## config.mk

```make
export PLATFORM = sky130hd
export DESIGN_NAME = sb_issue_ctl
export DESIGN_NICKNAME = d
export VERILOG_FILES = /design/src/include/sb_pkg.sv /design/src/verilog/sb_unit_track.sv /design/src/verilog/sb_issue_ctl.sv
export VERILOG_INCLUDE_DIRS = /design/src /design/src/include
export SDC_FILE = /design/constraint.sdc
export NUM_CORES = 2
export LEC_CHECK = 0
export BUFFER_PORTS_ARGS = -buffer_cell sky130_fd_sc_hd__buf_2
export CORE_AREA = 2 2 381 534
export DETAILED_ROUTE_END_ITERATION = 12
export DIE_AREA = 0 0 383 536
export GPL_TIMING_DRIVEN = 0
export HOLD_SLACK_MARGIN = 0.02
export PLACE_DENSITY_LB_ADDON = 0.1
export RECOVER_POWER = 100
export SYNTH_ARGS = -nofsm -noshare
export SYNTH_HDL_FRONTEND = slang
export SYNTH_SLANG_ARGS = --single-unit
```

## constraint.sdc

```tcl
create_clock -name REF_CLK_I -period 5.3 [get_ports REF_CLK_I]
set_input_delay 1.06 -clock REF_CLK_I [delete_from_list [all_inputs] [get_ports REF_CLK_I]]
set_output_delay 1.06 -clock REF_CLK_I [all_outputs]
set_load 0.005 [all_outputs]
```

## src/include/sb_consts.svh

```systemverilog
// Timing and layout constants for the dual-issue scoreboard.
// Assumes inclusion by bare name from the scoreboard sources.
`ifndef SB_CONSTS_SVH
`define SB_CONSTS_SVH

// Producer latencies in issue cycles, base use and store-data use.
`define SB_LAT_LOAD     6'd3
`define SB_LAT_ADD      6'd1
`define SB_LAT_ADD_SD   6'd0
`define SB_LAT_SHIFT    6'd2
`define SB_LAT_SHIFT_SD 6'd0
`define SB_LAT_CMP      6'd2
`define SB_LAT_FOP      6'd6
`define SB_LAT_OTHER    6'd3

// Multiplier and divider: dependent latency and occupancy.
`define SB_LAT_MUL      21
`define SB_OCC_MUL      19
`define SB_LAT_DIV      34
`define SB_OCC_DIV      30

// Forbidden slots before completion and the load gap after a
// conditional store.
`define SB_MUL_GAP      6'd3
`define SB_DIV_GAP_A    6'd5
`define SB_DIV_GAP_B    6'd6
`define SB_SC_GAP       2'd2

// Register file layout: bit 5 selects the float file.
`define SB_ZERO_REG     5'h1f
`define SB_NREG         64

`endif

```

## src/include/sb_pkg.sv

```systemverilog
// Types shared by the scoreboard modules.
// Assumes no other package; constants live in sb_consts.svh.
`default_nettype none

package sb_pkg;

    // Instruction classes as decoded by fetch.
    typedef enum logic [4:0] {
        C_NONE              = 5'b00000,
        C_LOAD_INT          = 5'b00001,
        C_LOAD_FP           = 5'b00010,
        C_WRITE_INT         = 5'b00011,
        C_WRITE_FP          = 5'b00100,
        C_STORE_COND        = 5'b00101,
        C_PREFILL           = 5'b00110,
        C_CYCLE_CTR         = 5'b00111,
        C_FLAG_RDSET        = 5'b01000,
        C_MEM_BARRIER       = 5'b01001,
        C_TRAP_BARRIER      = 5'b01010,
        C_PROC_REG_MOVE     = 5'b01011,
        C_EXC_RETURN        = 5'b01100,
        C_JUMP_SUB          = 5'b01101,
        C_BRANCH_SUB        = 5'b01110,
        C_UNCOND_JUMP       = 5'b01111,
        C_INT_COND_BRANCH   = 5'b10000,
        C_FLOAT_COND_BRANCH = 5'b10001,
        C_INT_ADD_LOGIC     = 5'b10010,
        C_SHIFT             = 5'b10011,
        C_INT_COMPARE       = 5'b10100,
        C_INT_COND_MOVE     = 5'b10101,
        C_INT_MULTIPLY      = 5'b10110,
        C_FLOAT_OPERATE     = 5'b10111,
        C_FLOAT_DIVIDE      = 5'b11000,
        C_HW_SPECIAL        = 5'b11001,
        C_PRIV_CALL         = 5'b11010
    } sb_cls_t;

    // One candidate or issued instruction.
    typedef struct packed {
        logic       vld;
        sb_cls_t    cls;
        logic [5:0] dst;
        logic [5:0] sa;
        logic [5:0] sb;
        logic       sa_use;
        logic       sb_use;
    } sb_ins_t;

    // State of one long-latency unit tracker.
    typedef struct packed {
        logic [5:0] remain;
    } sb_unit_st_t;

    // State of the issue controller.
    typedef struct packed {
        logic [63:0][5:0] cnt;
        logic [63:0][5:0] dcnt;
        logic [63:0]      hold;
        sb_ins_t [1:0]    slot;
        logic             quad;
        logic             ready;
        sb_ins_t          out0;
        sb_ins_t          out1;
        logic             mb_pend;
        logic             jmp_prev;
        logic [1:0]       sc_cnt;
        logic [1:0]       ack_sync;
    } sb_st_t;

endpackage

`default_nettype wire

```

## src/verilog/sb_unit_track.sv

```systemverilog
// Busy and completion tracker for one long-latency unit.
// Assumes start_i only when busy_o is low; one clock, async reset.
`include "sb_consts.svh"
`default_nettype none

module sb_unit_track #(
    parameter int LAT = `SB_LAT_MUL,
    parameter int OCC = `SB_OCC_MUL
) (
    input  wire logic       clk_i,
    input  wire logic       nrst_i,
    input  wire logic       start_i,
    output logic            busy_o,
    output logic [5:0]      remain_o
);
    import sb_pkg::*;

    sb_unit_st_t q;
    sb_unit_st_t d;

    // Load the completion distance on start, then count down.
    always_comb begin
        d = q;
        if (start_i) begin
            d.remain = 6'(LAT - 1);
        end else if (q.remain != 6'h00) begin
            d.remain = q.remain - 6'h01;
        end
    end

    always_ff @(posedge clk_i or negedge nrst_i) begin
        if (!nrst_i) begin
            q <= '0;
        end else begin
            q <= d;
        end
    end

    // Occupied until only the tail beyond occupancy is left.
    assign busy_o   = q.remain > 6'(LAT - OCC);
    assign remain_o = q.remain;
endmodule

`default_nettype wire

```

## src/verilog/sb_issue_ctl.sv

```systemverilog
// In-order dual-issue control with register scoreboard.
// Assumes fetch decodes classes, registers and same-quadword pairing,
// and the address unit reports misses on this clock.
// Function
// - Consumer issues no earlier than the producer latency after it.
// - Add/logic result as store data has zero latency; may pair.
// - Loads assume cache hit; miss holds until one cycle before write.
// - Store base and store data sources use separate latencies.
// - Dependent multiply waits full latency, independent waits occupancy.
// - Dependent divide waits full latency, independent waits occupancy.
// - Later writer of a slow producer's destination stalls for order.
// - Issue only with sources ready and destination writes ordered.
// - Barrier blocks memory-type instructions until acknowledged outside.
// - Multiply is held while the multiplier is busy.
// - Simple integer ops blocked three cycles before multiply ends.
// - No conditional branch the cycle after a computed jump.
// - Trap barrier issues only first or alone.
// - No load in the two cycles after a conditional store.
// - Memory-type instructions held while the address unit is busy.
// - Divide is held while the divider is busy.
// - No float operate five or six cycles before divide ends.
// - Pairs need one quadword, no dependency, allowed class pair.
// - At most one memory-group instruction per cycle.
// - At most one control-transfer instruction per cycle.
`include "sb_consts.svh"
`default_nettype none

module sb_issue_ctl (
    input  wire logic            REF_CLK_I,
    input  wire logic            NRST_I,
    input  wire sb_pkg::sb_ins_t FETCH0_I,
    input  wire sb_pkg::sb_ins_t FETCH1_I,
    input  wire logic            FETCH_VALID_I,
    input  wire logic            FETCH_QUAD_I,
    output var  logic            FETCH_READY_O,
    input  wire logic            ADDR_BUSY_I,
    input  wire logic            LOAD_MISS_I,
    input  wire logic [5:0]      MISS_REG_I,
    input  wire logic            FILL_NEAR_I,
    input  wire logic [5:0]      FILL_REG_I,
    input  wire logic            BARRIER_ACK_I,
    output var  sb_pkg::sb_ins_t ISSUE0_O,
    output var  sb_pkg::sb_ins_t ISSUE1_O,
    output var  logic            BARRIER_WAIT_O
);
    import sb_pkg::*;

    sb_st_t     q;
    sb_st_t     d;
    sb_ins_t    c0;
    sb_ins_t    c1;
    logic [1:0] ok;
    logic       iss0;
    logic       iss1;
    logic       pair_ok;
    logic       dep;
    logic       mul_busy;
    logic       div_busy;
    logic [5:0] mul_rem;
    logic [5:0] div_rem;
    logic       mul_go;
    logic       div_go;

    // True for the hard-wired zero register of either file.
    function automatic logic zr(input logic [5:0] r);
        zr = r[4:0] == `SB_ZERO_REG;
    endfunction

    // Classes that write their destination register.
    function automatic logic writer(input sb_cls_t c);
        writer = !(c inside {C_NONE, C_WRITE_INT, C_WRITE_FP, C_PREFILL,
                   C_MEM_BARRIER, C_TRAP_BARRIER, C_INT_COND_BRANCH,
                   C_FLOAT_COND_BRANCH, C_EXC_RETURN, C_HW_SPECIAL,
                   C_PRIV_CALL});
    endfunction

    // Classes whose second source is store data.
    function automatic logic is_store(input sb_cls_t c);
        is_store = c inside {C_WRITE_INT, C_WRITE_FP, C_STORE_COND};
    endfunction

    // Memory group allowed once per cycle.
    function automatic logic mem_grp(input sb_cls_t c);
        mem_grp = c inside {C_LOAD_INT, C_LOAD_FP, C_WRITE_INT, C_WRITE_FP,
                  C_STORE_COND, C_PROC_REG_MOVE, C_PREFILL, C_CYCLE_CTR,
                  C_FLAG_RDSET, C_MEM_BARRIER, C_TRAP_BARRIER,
                  C_BRANCH_SUB, C_UNCOND_JUMP, C_JUMP_SUB};
    endfunction

    // Memory group, linking jumps only when their link is live.
    function automatic logic held_cls(input sb_ins_t i);
        held_cls = mem_grp(i.cls) && !(zr(i.dst) && i.cls inside
                   {C_BRANCH_SUB, C_UNCOND_JUMP, C_JUMP_SUB});
    endfunction

    // Control transfers allowed once per cycle.
    function automatic logic ctl(input sb_cls_t c);
        ctl = c inside {C_JUMP_SUB, C_INT_COND_BRANCH, C_FLOAT_COND_BRANCH,
              C_BRANCH_SUB, C_UNCOND_JUMP, C_EXC_RETURN};
    endfunction

    // Stored wait: latency less one, so zero means readable now.
    function automatic logic [5:0] lat_st(input sb_cls_t c,
                                          input logic    dat);
        logic [5:0] l;
        case (c)
            C_INT_ADD_LOGIC: l = dat ? `SB_LAT_ADD_SD : `SB_LAT_ADD;
            C_SHIFT:         l = dat ? `SB_LAT_SHIFT_SD : `SB_LAT_SHIFT;
            C_INT_COMPARE,
            C_INT_COND_MOVE: l = `SB_LAT_CMP;
            C_INT_MULTIPLY:  l = 6'(`SB_LAT_MUL);
            C_FLOAT_OPERATE: l = `SB_LAT_FOP;
            C_FLOAT_DIVIDE:  l = 6'(`SB_LAT_DIV);
            C_LOAD_INT,
            C_LOAD_FP:       l = `SB_LAT_LOAD;
            default:         l = `SB_LAT_OTHER;
        endcase
        lat_st = (l == 6'h00) ? 6'h00 : l - 6'h01;
    endfunction

    // Source readiness against the base or store-data counter.
    function automatic logic rdy(input sb_st_t     s,
                                 input logic [5:0] r,
                                 input logic       dat);
        rdy = zr(r) || (!s.hold[r] &&
              (dat ? s.dcnt[r] == 6'h00 : s.cnt[r] == 6'h00));
    endfunction

    // True when an issued output carries the given class.
    function automatic logic has(input sb_ins_t a, input sb_cls_t c);
        has = a.vld && a.cls == c;
    endfunction

    assign c0 = q.slot[0];
    assign c1 = q.slot[1];

    // Multiplier and divider occupancy trackers.
    sb_unit_track #(
        .LAT (`SB_LAT_MUL),
        .OCC (`SB_OCC_MUL)
    ) u_mul (
        .clk_i    (REF_CLK_I),
        .nrst_i   (NRST_I),
        .start_i  (mul_go),
        .busy_o   (mul_busy),
        .remain_o (mul_rem)
    );

    sb_unit_track #(
        .LAT (`SB_LAT_DIV),
        .OCC (`SB_OCC_DIV)
    ) u_div (
        .clk_i    (REF_CLK_I),
        .nrst_i   (NRST_I),
        .start_i  (div_go),
        .busy_o   (div_busy),
        .remain_o (div_rem)
    );

    // Classes barred three cycles before a multiply ends.
    function automatic logic simple_int(input sb_cls_t c);
        simple_int = c inside {C_SHIFT, C_INT_ADD_LOGIC, C_INT_COMPARE,
                               C_INT_COND_MOVE};
    endfunction

    // Loads of either register file.
    function automatic logic is_load(input sb_cls_t c);
        is_load = c inside {C_LOAD_INT, C_LOAD_FP};
    endfunction

    // Conditional branches of either file.
    function automatic logic cond_br(input sb_cls_t c);
        cond_br = c inside {C_INT_COND_BRANCH, C_FLOAT_COND_BRANCH};
    endfunction

    // Computed jumps and returns; a conditional branch may not follow at once.
    function automatic logic jmp_cls(input sb_cls_t c);
        jmp_cls = c inside {C_JUMP_SUB, C_EXC_RETURN};
    endfunction

    // Classes allowed in the first place of a pair.
    function automatic logic first_cls(input sb_cls_t c);
        first_cls = c inside {C_LOAD_INT, C_LOAD_FP, C_WRITE_FP,
                    C_FLOAT_COND_BRANCH, C_INT_ADD_LOGIC, C_SHIFT,
                    C_INT_COMPARE, C_INT_COND_MOVE, C_INT_MULTIPLY};
    endfunction

    // Classes allowed in the second place of a pair.
    function automatic logic second_cls(input sb_cls_t c);
        second_cls = c inside {C_LOAD_FP, C_LOAD_INT, C_WRITE_INT,
                     C_INT_COND_BRANCH, C_FLOAT_OPERATE, C_FLOAT_DIVIDE,
                     C_JUMP_SUB, C_BRANCH_SUB, C_UNCOND_JUMP,
                     C_HW_SPECIAL, C_PRIV_CALL};
    endfunction

    // Destination clean: no miss outstanding and the own write lands last.
    function automatic logic dst_ok(input sb_st_t s, input sb_ins_t i);
        dst_ok = !writer(i.cls) || zr(i.dst) || (!s.hold[i.dst]
                 && (s.cnt[i.dst] == 6'h00
                     || s.cnt[i.dst] < lat_st(i.cls, 1'b0)));
    endfunction

    // Every single-slot hazard for one candidate.
    function automatic logic slot_ok(input sb_st_t     s,
                                     input sb_ins_t    i,
                                     input logic       abusy,
                                     input logic       mbusy,
                                     input logic       dbusy,
                                     input logic [5:0] mrem,
                                     input logic [5:0] drem);
        slot_ok = i.vld
            && (!i.sa_use || rdy(s, i.sa, 1'b0))
            && (!i.sb_use || rdy(s, i.sb, is_store(i.cls)))
            && dst_ok(s, i)
            && !(s.mb_pend && held_cls(i))
            && !(abusy && held_cls(i))
            && !(mbusy && i.cls == C_INT_MULTIPLY)
            && !(dbusy && i.cls == C_FLOAT_DIVIDE)
            && !(mrem == `SB_MUL_GAP && simple_int(i.cls))
            && !((drem == `SB_DIV_GAP_A || drem == `SB_DIV_GAP_B)
                 && i.cls == C_FLOAT_OPERATE)
            && !(s.jmp_prev && cond_br(i.cls))
            && !(s.sc_cnt != 2'd0 && is_load(i.cls));
    endfunction

    // Fetch handshake of this cycle.
    logic       take;

    // Hazards per slot, then pairing; the second never passes the first.
    always_comb begin
        take = q.ready && FETCH_VALID_I;
        for (int k = 0; k < 2; k++) begin
            ok[k] = slot_ok(q, q.slot[k], ADDR_BUSY_I, mul_busy, div_busy,
                            mul_rem, div_rem);
        end
        // Same-cycle use blocks a pair, except add result as store data.
        dep = writer(c0.cls) && !zr(c0.dst)
            && ((c1.sa_use && c1.sa == c0.dst)
                || (c1.sb_use && c1.sb == c0.dst
                    && !(c0.cls == C_INT_ADD_LOGIC && is_store(c1.cls)))
                || (writer(c1.cls) && c1.dst == c0.dst));
        pair_ok = q.quad && c0.vld && c1.vld
            && first_cls(c0.cls) && second_cls(c1.cls) && !dep
            && !(mem_grp(c0.cls) && mem_grp(c1.cls))
            && !(ctl(c0.cls) && ctl(c1.cls))
            && c1.cls != C_TRAP_BARRIER;
        iss0 = ok[0];
        iss1 = ok[1] && (!c0.vld || (iss0 && pair_ok));
        mul_go = (iss0 && c0.cls == C_INT_MULTIPLY)
              || (iss1 && c1.cls == C_INT_MULTIPLY);
        div_go = (iss0 && c0.cls == C_FLOAT_DIVIDE)
              || (iss1 && c1.cls == C_FLOAT_DIVIDE);
    end

    // Next state: scoreboard, miss holds, barrier, gaps and fetch slots.
    always_comb begin
        d = q;
        d.ack_sync = {q.ack_sync[0], BARRIER_ACK_I};
        for (int r = 0; r < `SB_NREG; r++) begin
            if (q.cnt[r] != 6'h00) begin
                d.cnt[r] = q.cnt[r] - 6'h01;
            end
            if (q.dcnt[r] != 6'h00) begin
                d.dcnt[r] = q.dcnt[r] - 6'h01;
            end
        end
        // A miss holds its register until the fill is near; set wins.
        if (FILL_NEAR_I) begin
            d.hold[FILL_REG_I] = 1'b0;
        end
        if (LOAD_MISS_I) begin
            d.hold[MISS_REG_I] = 1'b1;
        end
        // Issued producers arm their base and store-data counters.
        if (iss0 && writer(c0.cls) && !zr(c0.dst)) begin
            d.cnt[c0.dst]  = lat_st(c0.cls, 1'b0);
            d.dcnt[c0.dst] = lat_st(c0.cls, 1'b1);
        end
        if (iss1 && writer(c1.cls) && !zr(c1.dst)) begin
            d.cnt[c1.dst]  = lat_st(c1.cls, 1'b0);
            d.dcnt[c1.dst] = lat_st(c1.cls, 1'b1);
        end
        d.out0 = iss0 ? c0 : '0;
        d.out1 = iss1 ? c1 : '0;
        d.jmp_prev = (iss0 && jmp_cls(c0.cls))
                  || (iss1 && jmp_cls(c1.cls));
        if (has(d.out0, C_STORE_COND) || has(d.out1, C_STORE_COND)) begin
            d.sc_cnt = `SB_SC_GAP;
        end else if (q.sc_cnt != 2'd0) begin
            d.sc_cnt = q.sc_cnt - 2'd1;
        end
        // The synchronised acknowledge ends a barrier; a new one wins.
        if (q.ack_sync[1]) begin
            d.mb_pend = 1'b0;
        end
        if (has(d.out0, C_MEM_BARRIER) || has(d.out1, C_MEM_BARRIER)) begin
            d.mb_pend = 1'b1;
        end
        // A fetch pair is taken only into empty slots.
        if (take) begin
            d.slot[0] = FETCH0_I;
            d.slot[1] = FETCH1_I;
            d.quad    = FETCH_QUAD_I;
            d.ready   = 1'b0;
        end else begin
            if (iss0) begin
                d.slot[0].vld = 1'b0;
            end
            if (iss1) begin
                d.slot[1].vld = 1'b0;
            end
            d.ready = !(d.slot[0].vld || d.slot[1].vld);
        end
    end

    // State register.
    always_ff @(posedge REF_CLK_I or negedge NRST_I) begin
        if (!NRST_I) begin
            q <= '0;
        end else begin
            q <= d;
        end
    end

    // Outputs straight from the state register.
    assign FETCH_READY_O  = q.ready;
    assign ISSUE0_O       = q.out0;
    assign ISSUE1_O       = q.out1;
    assign BARRIER_WAIT_O = q.mb_pend;
endmodule
`default_nettype wire

```

==> impl_metrics.env, run 1 <==
export IMPL_grt_pass1_vias=94700
export IMPL_rows=195
export IMPL_hpwlAfterDp_um=502000
export IMPL_root_buffer="clkbuf_16"
export IMPL_htreeDepth=3
export IMPL_die_height_um=536
export IMPL_synth_most_common_cell="mux2i_1"
export IMPL_cts_sinks=956
export IMPL_netlist_area_um2=85700
export IMPL_status="aborted with a tool error"
export IMPL_postCtsHoldBufs=0
export IMPL_error="[ERROR GRT-0116] Global routing finished with congestion. Check the congestion regions in the DRC Viewer."
export IMPL_synthCells=9214
export IMPL_synth_area_top_cells="dfrtp_1, mux2i_1, mux4_2, ha_1, mux2_2"
export IMPL_ys_warnings_count=0
export IMPL_die_w_um=383
export IMPL_clock_tree_buffer_depth=3
export IMPL_initial_core_util=0.427
export IMPL_grt_use_total=0.679
export IMPL_grt_pass1_wl_um=930000
export IMPL_grt_overflow=6
export IMPL_portBuffers=119
export IMPL_ios=126
export IMPL_synth_flop_cell="dfrtp_1"
export IMPL_ys_top_cells_by_count="mux2i_1, dfrtp_1, nor2_1, nand2_1, nor3_1"
export IMPL_synth_top_area_frac=0.279
export IMPL_synth_edf_count=0
export IMPL_yosysUniqueCellTypes=105
export IMPL_dp_cells=12100
export IMPL_synth_area_per_cell_um2=9.30
export IMPL_synth_async_sr_flop_share=1.00
export IMPL_grt_start_max_net_pins=158
export IMPL_gp_congestion=1.30
export IMPL_ys_ff_latch=956
export IMPL_yosysTopAreaCell="dfrtp_1"
export IMPL_cts_buffers=107
export IMPL_stop_stage="global routing"
export IMPL_yosysSeqAreaShare=0.279
-- through the flow --
stage | utilization | setup slack, ns | instance area (um^2) | hold WS (ns)
after floorplan | - | 0.774 | 85700 | 0.331
after global placement | 0.446 | -19.07 | 89600 | 0.341
after CTS | 0.499 | -0.254 | 100000 | 0.230
after detailed placement | 0.455 | -4.11 | 91300 | 0.341
-- logic make-up after synthesis --
logic type | after synthesis | synth area share
XOR/XNOR | 415 | 0.0424
flip-flops | 956 | 0.279
AO/OA/AOI/OAI | 1502 | 0.115
multiplexers | 2068 | 0.291
other | 2 | 0.0000877
buffers and inverters | 1255 | 0.0651
adder cells (fa/ha/maj) | 286 | 0.0418
AND/OR/NAND/NOR | 2730 | 0.165
-- what timing repair did --
item                                   in CTS
pin swaps                                  73
gates resized for setup                  1065
setup endpoints to repair                 815
endpoints found under the hold margin       0
setup buffers                             134
cloned                                      8
-- per-layer routing --
layer / GRT overflow / track usage
met2: 5 / 0.858
met4: 1 / 0.674
met1: 0 / 0.685
met3: 0 / 0.498
met5: 0 / 0.222
==> inputs of run 2 (changes only) <==
--- a/config.mk
+++ b/config.mk
@@ -7,12 +7,11 @@
 export NUM_CORES = 2
 export LEC_CHECK = 0
 export BUFFER_PORTS_ARGS = -buffer_cell sky130_fd_sc_hd__buf_2
-export CORE_AREA = 2 2 381 534
+export CORE_AREA = 2 2 557 559
 export DETAILED_ROUTE_END_ITERATION = 12
-export DIE_AREA = 0 0 383 536
+export DIE_AREA = 0 0 559 561
 export GPL_TIMING_DRIVEN = 0
-export HOLD_SLACK_MARGIN = 0.02
-export PLACE_DENSITY_LB_ADDON = 0.1
+export PLACE_DENSITY_LB_ADDON = 0.15
 export RECOVER_POWER = 100
 export SYNTH_ARGS = -nofsm -noshare
 export SYNTH_HDL_FRONTEND = slang
==> run 2 against run 1 <==
Effect of this change:
- the flow now finishes, with violations (max-capacitance violations, max-slew violations, negative setup slack)
- area after synthesis unchanged
- synthesized cell count did not move
==> impl_metrics.env, run 2 <==
export IMPL_reg2reg_slack_ns=-0.80
export IMPL_synth_area_per_cell_um2=9.30
export IMPL_r2r_end="u_mul.remain_o[2]"
export IMPL_violations="max-capacitance violations, max-slew violations, negative setup slack"
export IMPL_clk_latency_ns=0.92
export IMPL_synth_area_top_cells="dfrtp_1, mux2i_1, mux4_2, ha_1, mux2_2"
export IMPL_synth_flop_cell="dfrtp_1"
export IMPL_netlist_area_um2=85700
export IMPL_crit_family="compound AO/OA/AOI/OAI gates"
export IMPL_largest_reg_flops=837
export IMPL_stdcell_count=14100
export IMPL_dieArea_um2=314000
export IMPL_setup_violations=814
export IMPL_grt_start_max_net_pins=143
export IMPL_ys_ff_latch=956
export IMPL_fin_util=0.343
export IMPL_critical_path_cell_chain="buf_4 -> buf_4 -> nor3_1 -> a21oi_1 -> a21oi_1 -> a211o_1 -> o31ai_2 -> nor4_1 -> a32o_1 -> o311ai_4 -> nor2_4 -> buf_12 -> clkbuf_16 -> buf_16 -> a22o_2 -> or2_2"
export IMPL_ios=126
export IMPL_initial_core_util=0.279
export IMPL_num_vias=92500
export IMPL_final_common_cell="mux2i_1"
export IMPL_period_needed_ns=6.10
export IMPL_rows=204
export IMPL_crit_path_end_kind="register"
export IMPL_finalSetupTns_ns=-470.23
export IMPL_dp_cells=13600
export IMPL_die_w_um=559
export IMPL_drcViolationCount=0
export IMPL_crit_type="register to register"
export IMPL_regToRegStartpoint="c1[9]"
export IMPL_finClkSkew_ns=0.0739
export IMPL_final_period_utilization=1.15
export IMPL_portBuffers=119
export IMPL_cts_tree="yes"
export IMPL_drtIter0Drc=14400
export IMPL_antenna_left=0
export IMPL_cts_buffers=139
export IMPL_status="complete, but fails checks"
export IMPL_rsz0062_at_grt="yes"
export IMPL_antenna_found_initial=148
export IMPL_fmax_ghz=0.164
export IMPL_root_buffer="clkbuf_16"
export IMPL_synth_top_area_frac=0.279
export IMPL_drive_gt1_frac=0.216
export IMPL_core_um2=308000
export IMPL_via_per_inst=6.57
export IMPL_slew_viol_final=592
export IMPL_slew_headroom=-1.34
export IMPL_yosysSeqAreaShare=0.279
export IMPL_hold_viol_final=0
export IMPL_cp_max_fo=10
export IMPL_critPathMaxStageDelay_ns=0.67
export IMPL_critPathRequiredTime_ns=6.04
export IMPL_area_growth_synth_to_final_pct=23.1
export IMPL_hold_path_class="input port to asynchronous set/reset pin"
export IMPL_clk_pin_slew_ns=0.06
export IMPL_cap_violations=13
export IMPL_critical_path_arrival_ns=6.83
export IMPL_die_height_um=561
export IMPL_max_flop_register="q"
export IMPL_gp_congestion=1.12
export IMPL_fin_nets=10100
export IMPL_yosysUniqueCellTypes=105
export IMPL_synth_most_common_cell="mux2i_1"
export IMPL_grt_pass1_wl_um=930000
export IMPL_mostFrequentLayoutCells="mux2i_1, dfrtp_1, nor2_1"
export IMPL_hpwlAfterDp_um=560000
export IMPL_ys_top_cells_by_count="mux2i_1, dfrtp_1, nor2_1, nand2_1, nor3_1"
export IMPL_yosysTopAreaCell="dfrtp_1"
export IMPL_cts_sinks=956
export IMPL_worst_slew_pin_slew_ns=3.51
export IMPL_synthCells=9214
export IMPL_holdWs_ns=0.189
export IMPL_clock_tree_buffer_depth=4
export IMPL_synth_async_sr_flop_share=1.00
export IMPL_r2r_worst_path_cells=16
export IMPL_cp_slowest_cell="dfrtp_2"
export IMPL_dr_pass1_iters=6
export IMPL_grt_overflow=0
export IMPL_htreeDepth=4
export IMPL_routedWlPerCell_um=52.6
export IMPL_drt_total_wl_um=741000
export IMPL_synth_edf_count=0
export IMPL_grt_pass1_vias=84600
export IMPL_setup_ws_ns=-0.798
export IMPL_cp_start_kind="register"
export IMPL_ys_warnings_count=0
export IMPL_path_buf_inv=5
export IMPL_grt_use_total=0.455
export IMPL_postCtsHoldBufs=0
run 2: per-stage QoR:
step	setup WS, ns	area [um^2]
after global routing	-0.501	105000
final	-0.798	105000
after detailed placement	-4.76	93800
after CTS	-0.394	104000
after floorplan	0.774	85700
after global placement	-20.91	91400
run 2: worst max-delay path by stage:
stage / startpoint / endpoint / slack (ns) / depth (start not counted)
2_1_floorplan: c0[16] / q[924] / 0.77 / 17
3_3_place_gp: NRST_I / q[456] / -20.91 / 1
3_5_place_dp: c0[16] / q[543] / -4.76 / 21
4_1_cts: c0[15] / q[618] / -0.39 / 23
5_1_grt: c0[15] / q[436] / -0.50 / 24
6_report: c1[9] / u_mul.remain_o[2] / -0.80 / 16
run 2: worst register-to-register path: stages, from the launching register on:
cell and delay (ns):
dfrtp_2 0.67, buf_4 0.64, buf_4 0.61, nor3_1 0.15, a21oi_1 0.53, a21oi_1 0.28
a211o_1 0.39, o31ai_2 0.63, nor4_1 0.17, a32o_1 0.33, o311ai_4 0.13, nor2_4 0.07
buf_12 0.17, clkbuf_16 0.32, buf_16 0.20, a22o_2 0.38, or2_2 0.31
run 2: area by class of cell:
type	instances	area [um^2]
antenna	110	275
buffer	885	7540
clock buffer	204	4100
clock inverter	35	390
fill	31600	202000
inverter	337	1320
multi-input combinational	7004	57800
sequential	956	23900
tap	4120	5150
timing repair buffer	436	4880
run 2: per-layer routing:
layer,vias up,track usage,part of all wire
li1,34900,-,-
met2,7775,0.611,0.39
met3,2326,0.190,0.13
met4,50,0.398,0.11
met1,47400,0.552,0.38
met5,-,0.00738,0.0011
run 2: kinds of logic after synthesis:
| family | Yosys count | share of synthesized area |
|---|---|---|
| multiplexers | 2068 | 0.291 |
| flip-flops | 956 | 0.279 |
| other | 2 | 0.0000877 |
| buffers and inverters | 1255 | 0.0651 |
| XOR/XNOR | 415 | 0.0424 |
| AND/OR/NAND/NOR | 2730 | 0.165 |
| AO/OA/AOI/OAI | 1502 | 0.115 |
| adder cells (fa/ha/maj) | 286 | 0.0418 |
run 2: what timing repair did:
item / CTS / global route
endpoints found under the hold margin: 0 / 0
gates cloned: 18 / 13
gates resized for setup: 1079 / 206
endpoints found under the setup margin: 815 / 813
setup buffers: 145 / 40
pin swaps: 78 / 32
Power of run 2 is not shown: default switching activity piles up to over one toggle a cycle in this logic, so the estimate is an artifact.
